**config.mk**
```make
export PLATFORM = sky130hd
export DESIGN_NAME = led_string_ctrl
export DESIGN_NICKNAME = d
export VERILOG_FILES = /design/src/led_ctrl_pkg.sv /design/src/dim_if.sv /design/src/dim_gen.sv /design/src/fault_latch.sv /design/src/led_string_ctrl.sv
export VERILOG_INCLUDE_DIRS = /design/src
export SDC_FILE = /design/constraint.sdc
export NUM_CORES = 1
export LEC_CHECK = 0
export ABC_AREA = 0
export BUFFER_PORTS_ARGS = -buffer_cell sky130_fd_sc_hd__buf_2
export CORE_MARGIN = 2
export CORE_UTILIZATION = 27
export CTS_BUF_LIST = sky130_fd_sc_hd__clkbuf_4
export CTS_CLUSTER_DIAMETER = 40
export DETAILED_ROUTE_END_ITERATION = 7
export PLACE_DENSITY = 0.4
export SLEW_MARGIN = 20
export SYNTH_ARGS = -nofsm -noshare
export SYNTH_HDL_FRONTEND = slang
export SYNTH_HIERARCHICAL = 1
export SYNTH_SLANG_ARGS = --single-unit
```
**constraint.sdc**
```tcl
create_clock -name ref_clk -period 4.3 [get_ports ref_clk]
set_input_delay 0.645 -clock ref_clk [delete_from_list [all_inputs] [get_ports ref_clk]]
set_output_delay 0.645 -clock ref_clk [all_outputs]
set_load 0.02 [all_outputs]
```
**src/led_ctrl_regs.svh**
```systemverilog
// register offsets, reset values and timing counts of the led string controller
// assumes a 200 MHz ref_clk; included by every design file that needs a number
`ifndef LED_CTRL_REGS_SVH
`define LED_CTRL_REGS_SVH

// ****************************************
// register offsets
// ****************************************
`define REG_MAIN_REF 8'h20
`define REG_COLOR_REF 8'h21
`define REG_FAULT_MASK 8'h22
`define REG_FAULT_FLAGS 8'h23
`define REG_MAIN_DUTY 8'h24
`define REG_COLOR_DUTY 8'h25
`define REG_STATUS 8'h26

// ****************************************
// reset values and fields
// ****************************************
`define MAIN_REF_RST 8'h64
`define COLOR_REF_RST 8'h64
`define FAULT_MASK_RST 8'h00
`define DUTY_RST 8'h00
`define FLT_SHORT_BIT 0
`define FLT_OPEN_BIT 1
`define FLT_BITS 2
`define STAT_SLEEP_BIT 0
`define STAT_RUN_BIT 1
`define STAT_EN_BIT 2
`define SUPPLY_MIN 8'h00
`define SUPPLY_MAX 8'hff
// bus address of the device, arbitrary value
`define I2C_DEV_ADDR 7'h2a
`define I2C_LAST_BIT 3'h7
// eeprom holds one byte per register 0x20..0x25, word index = offset - 0x20
`define EE_WORDS 3'h6

// ****************************************
// timing
// ****************************************
`define CLK_HZ 200000000
`define DIM_HZ 400
`define DIM_STEPS 256
`define DIM_STEP_CYC (`CLK_HZ / (`DIM_HZ * `DIM_STEPS))
`define DIM_PHASE 8'h80
`define STARTUP_MS 250
`define STARTUP_CYC (`CLK_HZ / 1000 * `STARTUP_MS)
`define OPT_STEP_US 50
`define OPT_STEP_CYC (`CLK_HZ / 1000000 * `OPT_STEP_US)

`endif

```
**src/led_ctrl_pkg.sv**
```systemverilog
// state types of the led string controller
// assumes nothing of its surroundings
package led_ctrl_pkg;

  typedef enum logic [1:0] {SEQ_COPY, SEQ_WAIT, SEQ_OPT, SEQ_RUN} seq_e;

  typedef enum logic [3:0] {
    I2C_IDLE, I2C_ADDR, I2C_AACK, I2C_PTR, I2C_PACK, I2C_WDAT, I2C_WACK, I2C_RDAT, I2C_RACK
  } i2c_e;

endpackage

```
**src/dim_if.sv**
```systemverilog
// signals between the sequencer and the dimming generator
// one clock domain, all members driven on ref_clk
`timescale 1ns/1ps

interface dim_if;
  logic run;
  logic input_mode;
  logic [7:0] main_duty;
  logic [7:0] color_duty;
  logic main_in;
  logic color_in;
  logic main_on;
  logic color_on;

  modport ctrl (output run, input_mode, main_duty, color_duty, main_in, color_in,
    input main_on, color_on);
  modport gen (input run, input_mode, main_duty, color_duty, main_in, color_in,
    output main_on, color_on);
endinterface

```
**src/dim_gen.sv**
```systemverilog
// dimming generator: fixed-rate register pwm or follow of the dimming inputs
// assumes main_in and color_in are already synchronised to ref_clk
`timescale 1ns/1ps
`include "led_ctrl_regs.svh"

module dim_gen (
  input wire logic ref_clk,
  input wire logic sys_rst,
  dim_if.gen d
);

  localparam logic [11:0] STEP_LAST = 12'(`DIM_STEP_CYC - 1);

  logic [11:0] step_reg;
  logic [7:0] phase_reg;
  logic main_on_reg;
  logic color_on_reg;

  // ****************************************
  // 256-step frame, rate rounds to 400.03 Hz
  // ****************************************
  always_ff @(posedge ref_clk) begin
    if (sys_rst || !d.run) begin
      step_reg <= 12'h000;
      phase_reg <= 8'h00;
    end else if (step_reg == STEP_LAST) begin
      step_reg <= 12'h000;
      phase_reg <= phase_reg + 8'h01;
    end else begin
      step_reg <= step_reg + 12'h001;
    end
  end

  // color string runs half a frame behind the main string
  always_ff @(posedge ref_clk) begin
    if (sys_rst || !d.run) begin
      main_on_reg <= 1'b0;
      color_on_reg <= 1'b0;
    end else if (d.input_mode) begin
      main_on_reg <= d.main_in;
      color_on_reg <= d.color_in;
    end else begin
      main_on_reg <= phase_reg < d.main_duty;
      color_on_reg <= 8'(phase_reg + `DIM_PHASE) < d.color_duty;
    end
  end

  assign d.main_on = main_on_reg;
  assign d.color_on = color_on_reg;

endmodule

```
**src/fault_latch.sv**
```systemverilog
// sticky fault flags of the color-adjust string
// assumes detector levels already synchronised; clear is a one-cycle pulse
`timescale 1ns/1ps
`include "led_ctrl_regs.svh"

module fault_latch (
  input wire logic ref_clk,
  input wire logic sys_rst,
  input wire logic watch,
  input wire logic [`FLT_BITS-1:0] det,
  input wire logic [`FLT_BITS-1:0] mask,
  input wire logic clear,
  output logic [`FLT_BITS-1:0] flags,
  output logic active
);

  logic [`FLT_BITS-1:0] flag_reg;

  // a detection in the clear cycle wins, so a standing fault is never missed
  for (genvar i = 0; i < `FLT_BITS; i++) begin : g_flag
    always_ff @(posedge ref_clk) begin
      if (sys_rst) begin
        flag_reg[i] <= 1'b0;
      end else if (watch && det[i] && !mask[i]) begin
        flag_reg[i] <= 1'b1;
      end else if (clear) begin
        flag_reg[i] <= 1'b0;
      end
    end
  end

  assign flags = flag_reg;
  assign active = |flag_reg;

endmodule

```
**src/led_string_ctrl.sv**
```systemverilog
// control and protection logic of a two-string led driver
// assumes analog comparators for faults, temperature and headroom deliver levels
// on pins; eeprom answers one ref_clk cycle after its address; i2c host on scl/sda
`timescale 1ns/1ps
`include "led_ctrl_regs.svh"

module led_string_ctrl #(
  parameter int unsigned STARTUP_CYCLES = `STARTUP_CYC
) (
  input wire logic ref_clk,
  input wire logic sys_rst,
  input wire logic enable_pin,
  input wire logic input_dim_variant,
  input wire logic main_dim_input,
  input wire logic color_dim_input,
  input wire logic color_short_det,
  input wire logic color_open_det,
  input wire logic temp_above_hot,
  input wire logic temp_below_cool,
  input wire logic headroom_low,
  input wire logic headroom_high,
  input wire logic scl_in,
  input wire logic sda_in,
  output logic sda_out,
  output logic sda_oe_n,
  output logic fault_out_n_out,
  output logic fault_out_n_oe_n,
  output logic [2:0] ee_addr,
  input wire logic [7:0] ee_data,
  output logic main_drive_en,
  output logic color_drive_en,
  output logic [7:0] supply_cmd,
  output logic [7:0] main_sense_reference,
  output logic [7:0] color_sense_reference
);

  // ****************************************
  // pin synchronisers
  // ****************************************
  localparam int NSYNC = 10;
  logic [NSYNC-1:0] pin_raw;
  logic [NSYNC-1:0] sync1_reg;
  logic [NSYNC-1:0] sync2_reg;
  assign pin_raw = {enable_pin, input_dim_variant, main_dim_input, color_dim_input,
    color_short_det, color_open_det, temp_above_hot, temp_below_cool, scl_in, sda_in};

  always_ff @(posedge ref_clk) begin
    if (sys_rst) begin
      sync1_reg <= '0;
      sync2_reg <= '0;
    end else begin
      sync1_reg <= pin_raw;
      sync2_reg <= sync1_reg;
    end
  end

  logic en_s, variant_s, main_in_s, color_in_s, short_s, open_s, hot_s, cool_s, scl_s, sda_s;
  assign {en_s, variant_s, main_in_s, color_in_s, short_s, open_s, hot_s, cool_s, scl_s,
    sda_s} = sync2_reg;

  logic hr_low1_reg, hr_low_reg, hr_high1_reg, hr_high_reg;
  always_ff @(posedge ref_clk) begin
    if (sys_rst) begin
      hr_low1_reg <= 1'b0;
      hr_low_reg <= 1'b0;
      hr_high1_reg <= 1'b0;
      hr_high_reg <= 1'b0;
    end else begin
      hr_low1_reg <= headroom_low;
      hr_low_reg <= hr_low1_reg;
      hr_high1_reg <= headroom_high;
      hr_high_reg <= hr_high1_reg;
    end
  end

  // ****************************************
  // edge history
  // ****************************************
  logic en_d_reg, scl_d_reg, sda_d_reg;
  always_ff @(posedge ref_clk) begin
    if (sys_rst) begin
      en_d_reg <= 1'b0;
      scl_d_reg <= 1'b1;
      sda_d_reg <= 1'b1;
    end else begin
      en_d_reg <= en_s;
      scl_d_reg <= scl_s;
      sda_d_reg <= sda_s;
    end
  end
  logic en_rise, scl_rise, scl_fall, i2c_start, i2c_stop;
  assign en_rise = en_s && !en_d_reg;
  assign scl_rise = scl_s && !scl_d_reg;
  assign scl_fall = !scl_s && scl_d_reg;
  assign i2c_start = scl_s && scl_d_reg && sda_d_reg && !sda_s;
  assign i2c_stop = scl_s && scl_d_reg && !sda_d_reg && sda_s;

  // ****************************************
  // i2c slave, alive in every sequence state and in sleep
  // ****************************************
  led_ctrl_pkg::i2c_e i2c_reg;
  logic [7:0] sh_reg, tx_reg, ptr_reg;
  logic [2:0] cnt_reg;
  logic got_reg, rw_reg, nack_reg, wr_stb_reg, rd_stb_reg;
  logic [7:0] wr_addr_reg, wr_data_reg, rd_data;
  logic [`FLT_BITS-1:0] flags;
  logic [7:0] main_ref_reg, color_ref_reg, mask_reg, main_duty_reg, color_duty_reg;
  logic sleep_reg;
  led_ctrl_pkg::seq_e seq_reg;

  always_comb begin
    unique case (ptr_reg)
      `REG_MAIN_REF: rd_data = main_ref_reg;
      `REG_COLOR_REF: rd_data = color_ref_reg;
      `REG_FAULT_MASK: rd_data = mask_reg;
      `REG_FAULT_FLAGS: rd_data = {6'h00, flags};
      `REG_MAIN_DUTY: rd_data = main_duty_reg;
      `REG_COLOR_DUTY: rd_data = color_duty_reg;
      `REG_STATUS: rd_data = {5'h00, en_s, seq_reg == led_ctrl_pkg::SEQ_RUN, sleep_reg};
      default: rd_data = 8'h00;
    endcase
  end

  always_ff @(posedge ref_clk) begin
    wr_stb_reg <= 1'b0;
    rd_stb_reg <= 1'b0;
    if (sys_rst || i2c_stop) begin
      i2c_reg <= led_ctrl_pkg::I2C_IDLE;
      sh_reg <= 8'h00;
      tx_reg <= 8'hff;
      cnt_reg <= 3'h0;
      got_reg <= 1'b0;
      nack_reg <= 1'b0;
      if (sys_rst) begin
        ptr_reg <= 8'h00;
        rw_reg <= 1'b0;
        wr_addr_reg <= 8'h00;
        wr_data_reg <= 8'h00;
      end
    end else if (i2c_start) begin
      i2c_reg <= led_ctrl_pkg::I2C_ADDR;
      cnt_reg <= 3'h0;
      got_reg <= 1'b0;
      tx_reg <= 8'hff;
    end else begin
      unique case (i2c_reg)
        led_ctrl_pkg::I2C_IDLE: begin
        end
        led_ctrl_pkg::I2C_ADDR, led_ctrl_pkg::I2C_PTR, led_ctrl_pkg::I2C_WDAT: begin
          if (scl_rise) begin
            sh_reg <= {sh_reg[6:0], sda_s};
            cnt_reg <= cnt_reg + 3'h1;
            got_reg <= cnt_reg == `I2C_LAST_BIT;
          end else if (scl_fall && got_reg) begin
            got_reg <= 1'b0;
            if (i2c_reg == led_ctrl_pkg::I2C_ADDR) begin
              rw_reg <= sh_reg[0];
              i2c_reg <= (sh_reg[7:1] == `I2C_DEV_ADDR) ? led_ctrl_pkg::I2C_AACK
                : led_ctrl_pkg::I2C_IDLE;
            end else if (i2c_reg == led_ctrl_pkg::I2C_PTR) begin
              ptr_reg <= sh_reg;
              i2c_reg <= led_ctrl_pkg::I2C_PACK;
            end else begin
              wr_stb_reg <= 1'b1;
              wr_addr_reg <= ptr_reg;
              wr_data_reg <= sh_reg;
              ptr_reg <= ptr_reg + 8'h01;
              i2c_reg <= led_ctrl_pkg::I2C_WACK;
            end
          end
        end
        led_ctrl_pkg::I2C_AACK, led_ctrl_pkg::I2C_PACK, led_ctrl_pkg::I2C_WACK: begin
          if (scl_fall) begin
            cnt_reg <= 3'h0;
            if (i2c_reg == led_ctrl_pkg::I2C_AACK && rw_reg) begin
              tx_reg <= rd_data;
              rd_stb_reg <= ptr_reg == `REG_FAULT_FLAGS;
              ptr_reg <= ptr_reg + 8'h01;
              i2c_reg <= led_ctrl_pkg::I2C_RDAT;
            end else begin
              i2c_reg <= (i2c_reg == led_ctrl_pkg::I2C_AACK) ? led_ctrl_pkg::I2C_PTR
                : led_ctrl_pkg::I2C_WDAT;
            end
          end
        end
        led_ctrl_pkg::I2C_RDAT: begin
          if (scl_fall) begin
            tx_reg <= {tx_reg[6:0], 1'b1};
            cnt_reg <= cnt_reg + 3'h1;
            if (cnt_reg == `I2C_LAST_BIT) begin
              i2c_reg <= led_ctrl_pkg::I2C_RACK;
            end
          end
        end
        led_ctrl_pkg::I2C_RACK: begin
          if (scl_rise) begin
            nack_reg <= sda_s;
          end else if (scl_fall) begin
            if (nack_reg) begin
              i2c_reg <= led_ctrl_pkg::I2C_IDLE;
            end else begin
              tx_reg <= rd_data;
              rd_stb_reg <= ptr_reg == `REG_FAULT_FLAGS;
              ptr_reg <= ptr_reg + 8'h01;
              cnt_reg <= 3'h0;
              i2c_reg <= led_ctrl_pkg::I2C_RDAT;
            end
          end
        end
      endcase
    end
  end

  // open-drain line: enable active low pulls sda to zero
  assign sda_out = 1'b0;
  assign sda_oe_n = !(i2c_reg == led_ctrl_pkg::I2C_AACK || i2c_reg == led_ctrl_pkg::I2C_PACK
    || i2c_reg == led_ctrl_pkg::I2C_WACK || (i2c_reg == led_ctrl_pkg::I2C_RDAT && !tx_reg[7]));

  // ****************************************
  // power-up sequence
  // ****************************************
  logic [25:0] wait_reg;
  logic [13:0] opt_reg;
  logic [2:0] ee_idx_reg;
  logic [7:0] supply_reg;
  logic opt_tick;
  assign opt_tick = opt_reg == 14'(`OPT_STEP_CYC - 1);

  always_ff @(posedge ref_clk) begin
    if (sys_rst) begin
      seq_reg <= led_ctrl_pkg::SEQ_COPY;
      ee_idx_reg <= 3'h0;
      wait_reg <= '0;
    end else begin
      unique case (seq_reg)
        led_ctrl_pkg::SEQ_COPY: begin
          ee_idx_reg <= ee_idx_reg + 3'h1;
          if (ee_idx_reg == `EE_WORDS) begin
            seq_reg <= led_ctrl_pkg::SEQ_WAIT;
          end
        end
        led_ctrl_pkg::SEQ_WAIT: begin
          wait_reg <= wait_reg + 26'h1;
          if (wait_reg == 26'(STARTUP_CYCLES - 1)) begin
            seq_reg <= led_ctrl_pkg::SEQ_OPT;
          end
        end
        led_ctrl_pkg::SEQ_OPT: begin
          if (opt_tick && (!hr_low_reg || supply_reg == `SUPPLY_MAX)) begin
            seq_reg <= led_ctrl_pkg::SEQ_RUN;
          end
        end
        led_ctrl_pkg::SEQ_RUN: begin
        end
      endcase
    end
  end
  assign ee_addr = ee_idx_reg;

  // ****************************************
  // headroom optimizer, keeps tracking while running
  // ****************************************
  always_ff @(posedge ref_clk) begin
    if (sys_rst || seq_reg == led_ctrl_pkg::SEQ_COPY || seq_reg == led_ctrl_pkg::SEQ_WAIT) begin
      opt_reg <= '0;
      supply_reg <= `SUPPLY_MIN;
    end else begin
      opt_reg <= opt_tick ? 14'h0000 : opt_reg + 14'h0001;
      if (opt_tick && hr_low_reg && supply_reg != `SUPPLY_MAX) begin
        supply_reg <= supply_reg + 8'h01;
      end else if (opt_tick && hr_high_reg && !hr_low_reg && supply_reg != `SUPPLY_MIN
          && seq_reg == led_ctrl_pkg::SEQ_RUN) begin
        supply_reg <= supply_reg - 8'h01;
      end
    end
  end
  assign supply_cmd = supply_reg;

  // ****************************************
  // control registers, eeprom image overrides any earlier value
  // ****************************************
  always_ff @(posedge ref_clk) begin
    if (sys_rst) begin
      main_ref_reg <= `MAIN_REF_RST;
      color_ref_reg <= `COLOR_REF_RST;
      mask_reg <= `FAULT_MASK_RST;
      main_duty_reg <= `DUTY_RST;
      color_duty_reg <= `DUTY_RST;
    end else if (seq_reg == led_ctrl_pkg::SEQ_COPY && ee_idx_reg != 3'h0) begin
      unique case (8'(`REG_MAIN_REF + {5'h00, ee_idx_reg} - 8'h01))
        `REG_MAIN_REF: main_ref_reg <= ee_data;
        `REG_COLOR_REF: color_ref_reg <= ee_data;
        `REG_FAULT_MASK: mask_reg <= ee_data;
        `REG_MAIN_DUTY: main_duty_reg <= ee_data;
        `REG_COLOR_DUTY: color_duty_reg <= ee_data;
        default: begin
        end
      endcase
    end else if (wr_stb_reg) begin
      unique case (wr_addr_reg)
        `REG_MAIN_REF: main_ref_reg <= wr_data_reg;
        `REG_COLOR_REF: color_ref_reg <= wr_data_reg;
        `REG_FAULT_MASK: mask_reg <= wr_data_reg;
        `REG_MAIN_DUTY: main_duty_reg <= wr_data_reg;
        `REG_COLOR_DUTY: color_duty_reg <= wr_data_reg;
        default: begin
        end
      endcase
    end
  end
  assign main_sense_reference = main_ref_reg;
  assign color_sense_reference = color_ref_reg;

  // ****************************************
  // thermal sleep with hysteresis
  // ****************************************
  always_ff @(posedge ref_clk) begin
    if (sys_rst) begin
      sleep_reg <= 1'b0;
    end else if (hot_s) begin
      sleep_reg <= 1'b1;
    end else if (cool_s) begin
      sleep_reg <= 1'b0;
    end
  end

  // ****************************************
  // faults and dimming
  // ****************************************
  logic running, fault_active, fault_clear;
  logic [`FLT_BITS-1:0] fault_det;
  assign running = seq_reg == led_ctrl_pkg::SEQ_RUN && !sleep_reg && en_s;
  assign fault_det[`FLT_SHORT_BIT] = short_s;
  assign fault_det[`FLT_OPEN_BIT] = open_s;
  assign fault_clear = en_rise || rd_stb_reg
    || (wr_stb_reg && wr_addr_reg == `REG_FAULT_MASK);

  fault_latch u_fault (
    .ref_clk(ref_clk),
    .sys_rst(sys_rst),
    .watch(running),
    .det(fault_det),
    .mask(mask_reg[`FLT_BITS-1:0]),
    .clear(fault_clear),
    .flags(flags),
    .active(fault_active)
  );

  dim_if dim ();
  assign dim.run = running;
  assign dim.input_mode = variant_s;
  assign dim.main_duty = main_duty_reg;
  assign dim.color_duty = color_duty_reg;
  assign dim.main_in = main_in_s;
  assign dim.color_in = color_in_s;

  dim_gen u_dim (
    .ref_clk(ref_clk),
    .sys_rst(sys_rst),
    .d(dim.gen)
  );

  // sleep, startup wait and enable low all leave the strings undriven
  assign main_drive_en = running && dim.main_on;
  assign color_drive_en = running && dim.color_on && !fault_active;
  assign fault_out_n_out = 1'b0;
  assign fault_out_n_oe_n = !fault_active;

endmodule

```
Yosys cells after proc, flatten, opt, wreduce, memory -nomap -nowiden
Index checks and enable logic that the tools add are counted.

Order comparisons: 2. Add/subtract/negate cells: 12. Equality and inequality tests: 74. Reduce and logical (&&, ||, !) cells: 97. Bitwise logic cells: 3. Mux-type cells: 106.

Operator list (count): 8-bit two-way mux (54); 8-bit by 6-bit == test with 1-bit output, second input constant (17); 8-bit one-hot mux with 7 select lines (1); 8-bit one-hot mux with 3 select lines (2); 3-bit != test, second input constant (15); 2-bit != test, second input constant (16); 3-bit two-way mux (10); 1-bit logical AND (29); 4-bit two-way mux (7); 2-bit nonzero test (14); 26-bit by 1-bit adder with 26-bit output, second input constant (1); 26-bit == test, second input constant (1); 8-bit by 1-bit adder with 8-bit output, second input constant (3); 1-bit two-way mux (23); 3-bit AND reduction (7); 7-bit AND reduction (3); 4-bit by 3-bit == test with 1-bit output, second input constant (4); 8-bit < comparator (2); 4-bit one-hot mux with 4 select lines (1); 8-bit AND reduction (2); 14-bit by 1-bit adder with 14-bit output, second input constant (1); 14-bit == test, second input constant (1); 2-bit by 1-bit != test with 1-bit output, second input constant (7); 1-bit zero test (13); 34 further kinds (60).

Word-level logic and storage cells: 333. Output and inout bits: 33. Flip-flop bits (word level): 197. Input port bits: 22.

Longest topological paths before layout
Depth after elaboration: 8. Gate-level depth with buffers: 10. Depth with buffers taken out: 10.

By module
The synthesis kept the hierarchy.

Modules (own cells, without submodules): led_string_ctrl (seq. area each 3713.6 µm², cells an instance 866, instances 1, area an instance 8151.6 µm²); dim_gen (seq. area each 440.4 µm², cells an instance 155, instances 1, area an instance 1331.3 µm²); fault_latch (seq. area each 40.0 µm², cells an instance 9, instances 1, area an instance 83.8 µm²).

Worst setup path before layout
No wires, ideal clock.

Path kind: reg2reg. Start point: reg scl_d_reg. End point: reg wr_addr_reg[0] (enable). Library setup time: 0.411 ns. Data required time: 3.889 ns. Arrival time: 2.108 ns. Cell stages (with the launch flop): 5. Path slack: 1.780 ns. Clock period less this slack: 2.520 ns. Buffers on the path: 1. Path through: dfxtp_1 > clkbuf_1 > nor2b_1 > nand3_1 > o21ai_0.

Longest elaborated chain between the ends: 6. Elaborated cells between the ends (all ways): 18. Those cells by class: eq/ne (5); reduce/logical (13).

Ends and longest elaborated chain: start, declared (RTL line led_string_ctrl.sv:79) `logic en_d_reg, scl_d_reg, sda_d_reg;`; start signal, assigned (RTL line led_string_ctrl.sv:87) `scl_d_reg <= scl_s;`; 1-bit logical AND (RTL line led_string_ctrl.sv:95, led_string_ctrl.sv:96); 1-bit logical AND (2 in a row) (RTL line led_string_ctrl.sv:96) `assign i2c_stop = scl_s && scl_d_reg && !sda_d_reg && sda_s;`; 1-bit logical OR (RTL line led_string_ctrl.sv:127) `if (sys_rst || i2c_stop) begin`; 2-bit != test (no source line), or another cell as far along; 7-bit AND reduction (no source line) *; end signal, assigned (RTL line led_string_ctrl.sv:165) `wr_addr_reg <= ptr_reg;`; end, declared (RTL line led_string_ctrl.sv:105) `logic [7:0] wr_addr_reg, wr_data_reg, rd_data;`.

Mark *: on every way between the ends. The rest lies on a longest branch, timed or not. A chain may end at the register's enable or synchronous reset.

Worst setup path in the final report
Start point: reg seq_reg[1]. End point: out color_drive_en.

Longest elaborated chain between the ends: 5.

Ends and longest elaborated chain: start, declared (RTL line led_string_ctrl.sv:109) `led_ctrl_pkg::seq_e seq_reg;`; start signal, assigned (RTL line led_string_ctrl.sv:231) `seq_reg <= led_ctrl_pkg::SEQ_COPY;`; start signal, assigned (RTL line led_string_ctrl.sv:239) `seq_reg <= led_ctrl_pkg::SEQ_WAIT;`; start signal, assigned (RTL line led_string_ctrl.sv:245) `seq_reg <= led_ctrl_pkg::SEQ_OPT;`; 2-bit == test (RTL line led_string_ctrl.sv:332) `assign running = seq_reg == led_ctrl_pkg::SEQ_RUN && !sleep_reg && en_s;`; 1-bit logical AND (2 in a row) (RTL line led_string_ctrl.sv:332); net dim.run (RTL line dim_if.sv:6) `logic run;`; 1-bit logical AND (2 in a row) (RTL line led_string_ctrl.sv:365) `assign color_drive_en = running && dim.color_on && !fault_active;`; end, declared (RTL line led_string_ctrl.sv:31) `output logic color_drive_en,`.

The timed path passes the listed nets, and every way through them passes these cells.

==> summary.txt <==
Status: complete, no violations
Residual DRC: 0
Crit path max fanout: 6
CP peak stage delay: 0.42 ns
Hold crit path type: input pin to register
Synth Flop Type: dfxtp_1
HPWL Detailed: 18100 µm
Compound-Gate Fraction of Synth Area: 0.122
I/O pin total: 55
FP Rows: 68
CTS tree: done
Worst EP arrival: 2.12 ns
Final worst-path cycle share: 0.642
Fillers: 3697
Netlist cell types: 68
Seq/Total Area, Yosys: 0.438
Clk_skew: 0.0286 ns
MaxCap Viol Count: 0
Unrepaired setup endpoints after global routing: no
Worst r2r dst: supply_cmd[6]
Cell taking the most area after synthesis: dfxtp_1
Post-layout min period: 2.76 ns
Combinational share of power: 0.175
Vias in the first global route: 6992
Vias: 7344
Crit path max-delay cell type: dfxtp_1
Final Setup Violations: 0
Power Total: 3.73 mW
Delay-heaviest family, CP: simple AND/OR/NAND/NOR gates
Post-Syn Area: 9570 µm²
Achievable Freq: 362 MHz
CP Data Required Time: 3.65 ns
Die Area: 37000 µm²
Die width: 192 µm
Syn Inst Count: 1030
First-pass GRT wire length: 40100 µm
Clock-pin transition on the worst setup and hold timing paths: 0.16 ns
H-tree depth: 4
Crit path capture type: primary output
WHS Endpoint: sync1_reg[3]
Antenna viol nets, final: 0
Yosys reg bits: 197
Syn Area/Cell: 9.29 µm²
Lkg Pwr: 3.96 nW
Vias per inst: 4.78
Root buf cell: clkbuf_4
Largest register FFs: 26
Total gr overflow: 0
Post-Synth XOR/XNOR Area: 0.0558
Sequential share of power: 0.536
WHS Path Cells: 2
HP Start: temp_above_hot
Clock power frac: 0.288
Clk Latency, worst-skew pair: 0.60 ns
Worst path bufs/invs: 1
GPL Wtd Cong: 0.780
Register-to-Register Path Depth: 9
Final Hold Viols: 0
Clock Tree Buf Depth: 2
Syn-to-layout area delta: 10.7%
Nets: 1134
PD cells: 352 nW/µm²
Most frequent cells in the layout: 172 x dfxtp_1, 130 x nor2_1, 60 x nand2_1
Routed wire per std cell: 16.4 µm
Sum Neg Setup Slack: 0 ns
Switching power: 1.15 mW
Number of synthesized flops with an enable pin: 25
CTS buffer count: 17
Synth Area in Adders: 0.0583
Initial antenna violation count: 3
Resized cells post-CTS: 0
Share of cells above drive strength 1: 0.112
Critical path class: register to primary output
Share of flip-flops with an asynchronous set or reset: 0
CP Launch Type: register
Largest family of logic cells by synthesized area: simple AND/OR/NAND/NOR gates
Warning count from the yosys run: 6
Sink Count: 197
Routed WL: 25200 µm
Hold-fix buffers, CTS: 0
Largest net degree at the start of global routing: 59
Flop-to-flop setup slack: 1.60 ns
Share of the synthesized area in the top cell type: 0.360
Synth Area in Simple Gates: 0.223
Postcts setup bufs: 0
Core Area: 34700 µm²
Relative slew slack: 0.400
# port buffers: 52
Drt first pass iters: 5
Worst r2r src: opt_reg[6]
Worst-Margin Slew: 0.896 ns
Int Pwr: 2.59 mW
Slew Limit Fails: 0
Post-synthesis mux area share: 0.0662
Crit-path cells: ha_1, nand2_1, nor2_1, and3_1, buf_2
GRT Resource Usage Total: 0.141
Sw Share: 0.307
Initial drt markers: 514
Die height: 192 µm
Largest cells by area after synthesis: dfxtp_1 36%, edfxtp_1 7.8%, ha_1 5.6%, mux2i_1 5.4%, nor2_1 5.1%
Initial Utilization: 0.276
Commonest non-fill, non-tap cell in the layout: dfxtp_1
Worst vdd ir: 0.143 mV
[routing by layer]
metal | wire [µm] | up-vias | track usage
met2 | 11600 | 109 | 0.224
met3 | 839 | 13 | 0.0263
met4 | 230 | 0 | 0.0361
met5 | 0 | - | 0
met1 | 12600 | 3504 | 0.196
li1 | - | 3718 | -
[layout make-up]
type                       instances  area [µm²]  share of cell area
antenna                            1        2.50            0.000236
clock buffer                      18         135              0.0128
clock inverter                    13         158              0.0149
inverter                          47         176              0.0167
multi-input combinational        745        5030               0.475
sequential                       197        4190               0.396
tap                              455         569              0.0538
timing repair buffer              60         323              0.0305
[Yosys cell counts, types with 11 or more instances]
master	number
a21oi_1	52
nand2b_1	11
edfxtp_1	25
nor3_1	25
nand4_1	16
and2_1	20
xor2_1	27
o21ai_0	26
nand2_1	60
nand3_1	35
nor2_1	130
and3_1	14
nor4_1	12
clkbuf_1	31
mux2i_1	52
a22oi_1	12
nor2b_1	35
dfxtp_1	172
ha_1	43
xnor2_1	34
inv_1	47
[metrics by stage]
step,setup WS [ns],utilization,cells,cell area [µm²],hold WS [ns]
floorplan,1.78,-,1031,9570,0.413
global placement,1.64,0.296,1504,10300,0.421
detailed placement,1.61,0.296,1504,10300,0.430
CTS,1.43,0.305,1535,10600,0.158
global route,1.32,0.305,1536,10600,0.168
finish,1.54,0.305,1536,10600,0.240
[cell families (layout without fill, tap and decap cells)]
family / Yosys count / count (layout)
buf+inv: 89 / 138
fa+ha+maj: 44 / 44
simple gates: 409 / 409
other cells: 1 / 3
mux: 62 / 62
xor+xnor: 61 / 61
flops: 197 / 197
compound gates: 167 / 167
[power by group through the flow]
stage                     logic (mW)  registers (mW)  clock network (mW)
after global routing           0.723            2.02                1.20
final                          0.654            2.00                1.08
after CTS                      0.666            2.00                1.14
after floorplan                0.467            2.04                   0
after global placement         0.660            2.04                   0
after detailed placement       0.662            2.04                   0
[worst max-delay path by stage]
| stage | end | slack, ns | depth (start not counted) | start |
|---|---|---|---|---|
| floorplan | wr_addr_reg[0] | 1.78 | 4 | scl_d_reg |
| global placement | supply_cmd[7] | 1.64 | 9 | opt_reg[6] |
| detailed placement | supply_cmd[7] | 1.61 | 9 | opt_reg[6] |
| CTS | color_drive_en | 1.43 | 5 | seq_reg[1] |
| global route | color_drive_en | 1.32 | 5 | seq_reg[0] |
| finish | color_drive_en | 1.54 | 5 | seq_reg[1] |
Power figures use the tool's default switching activity.
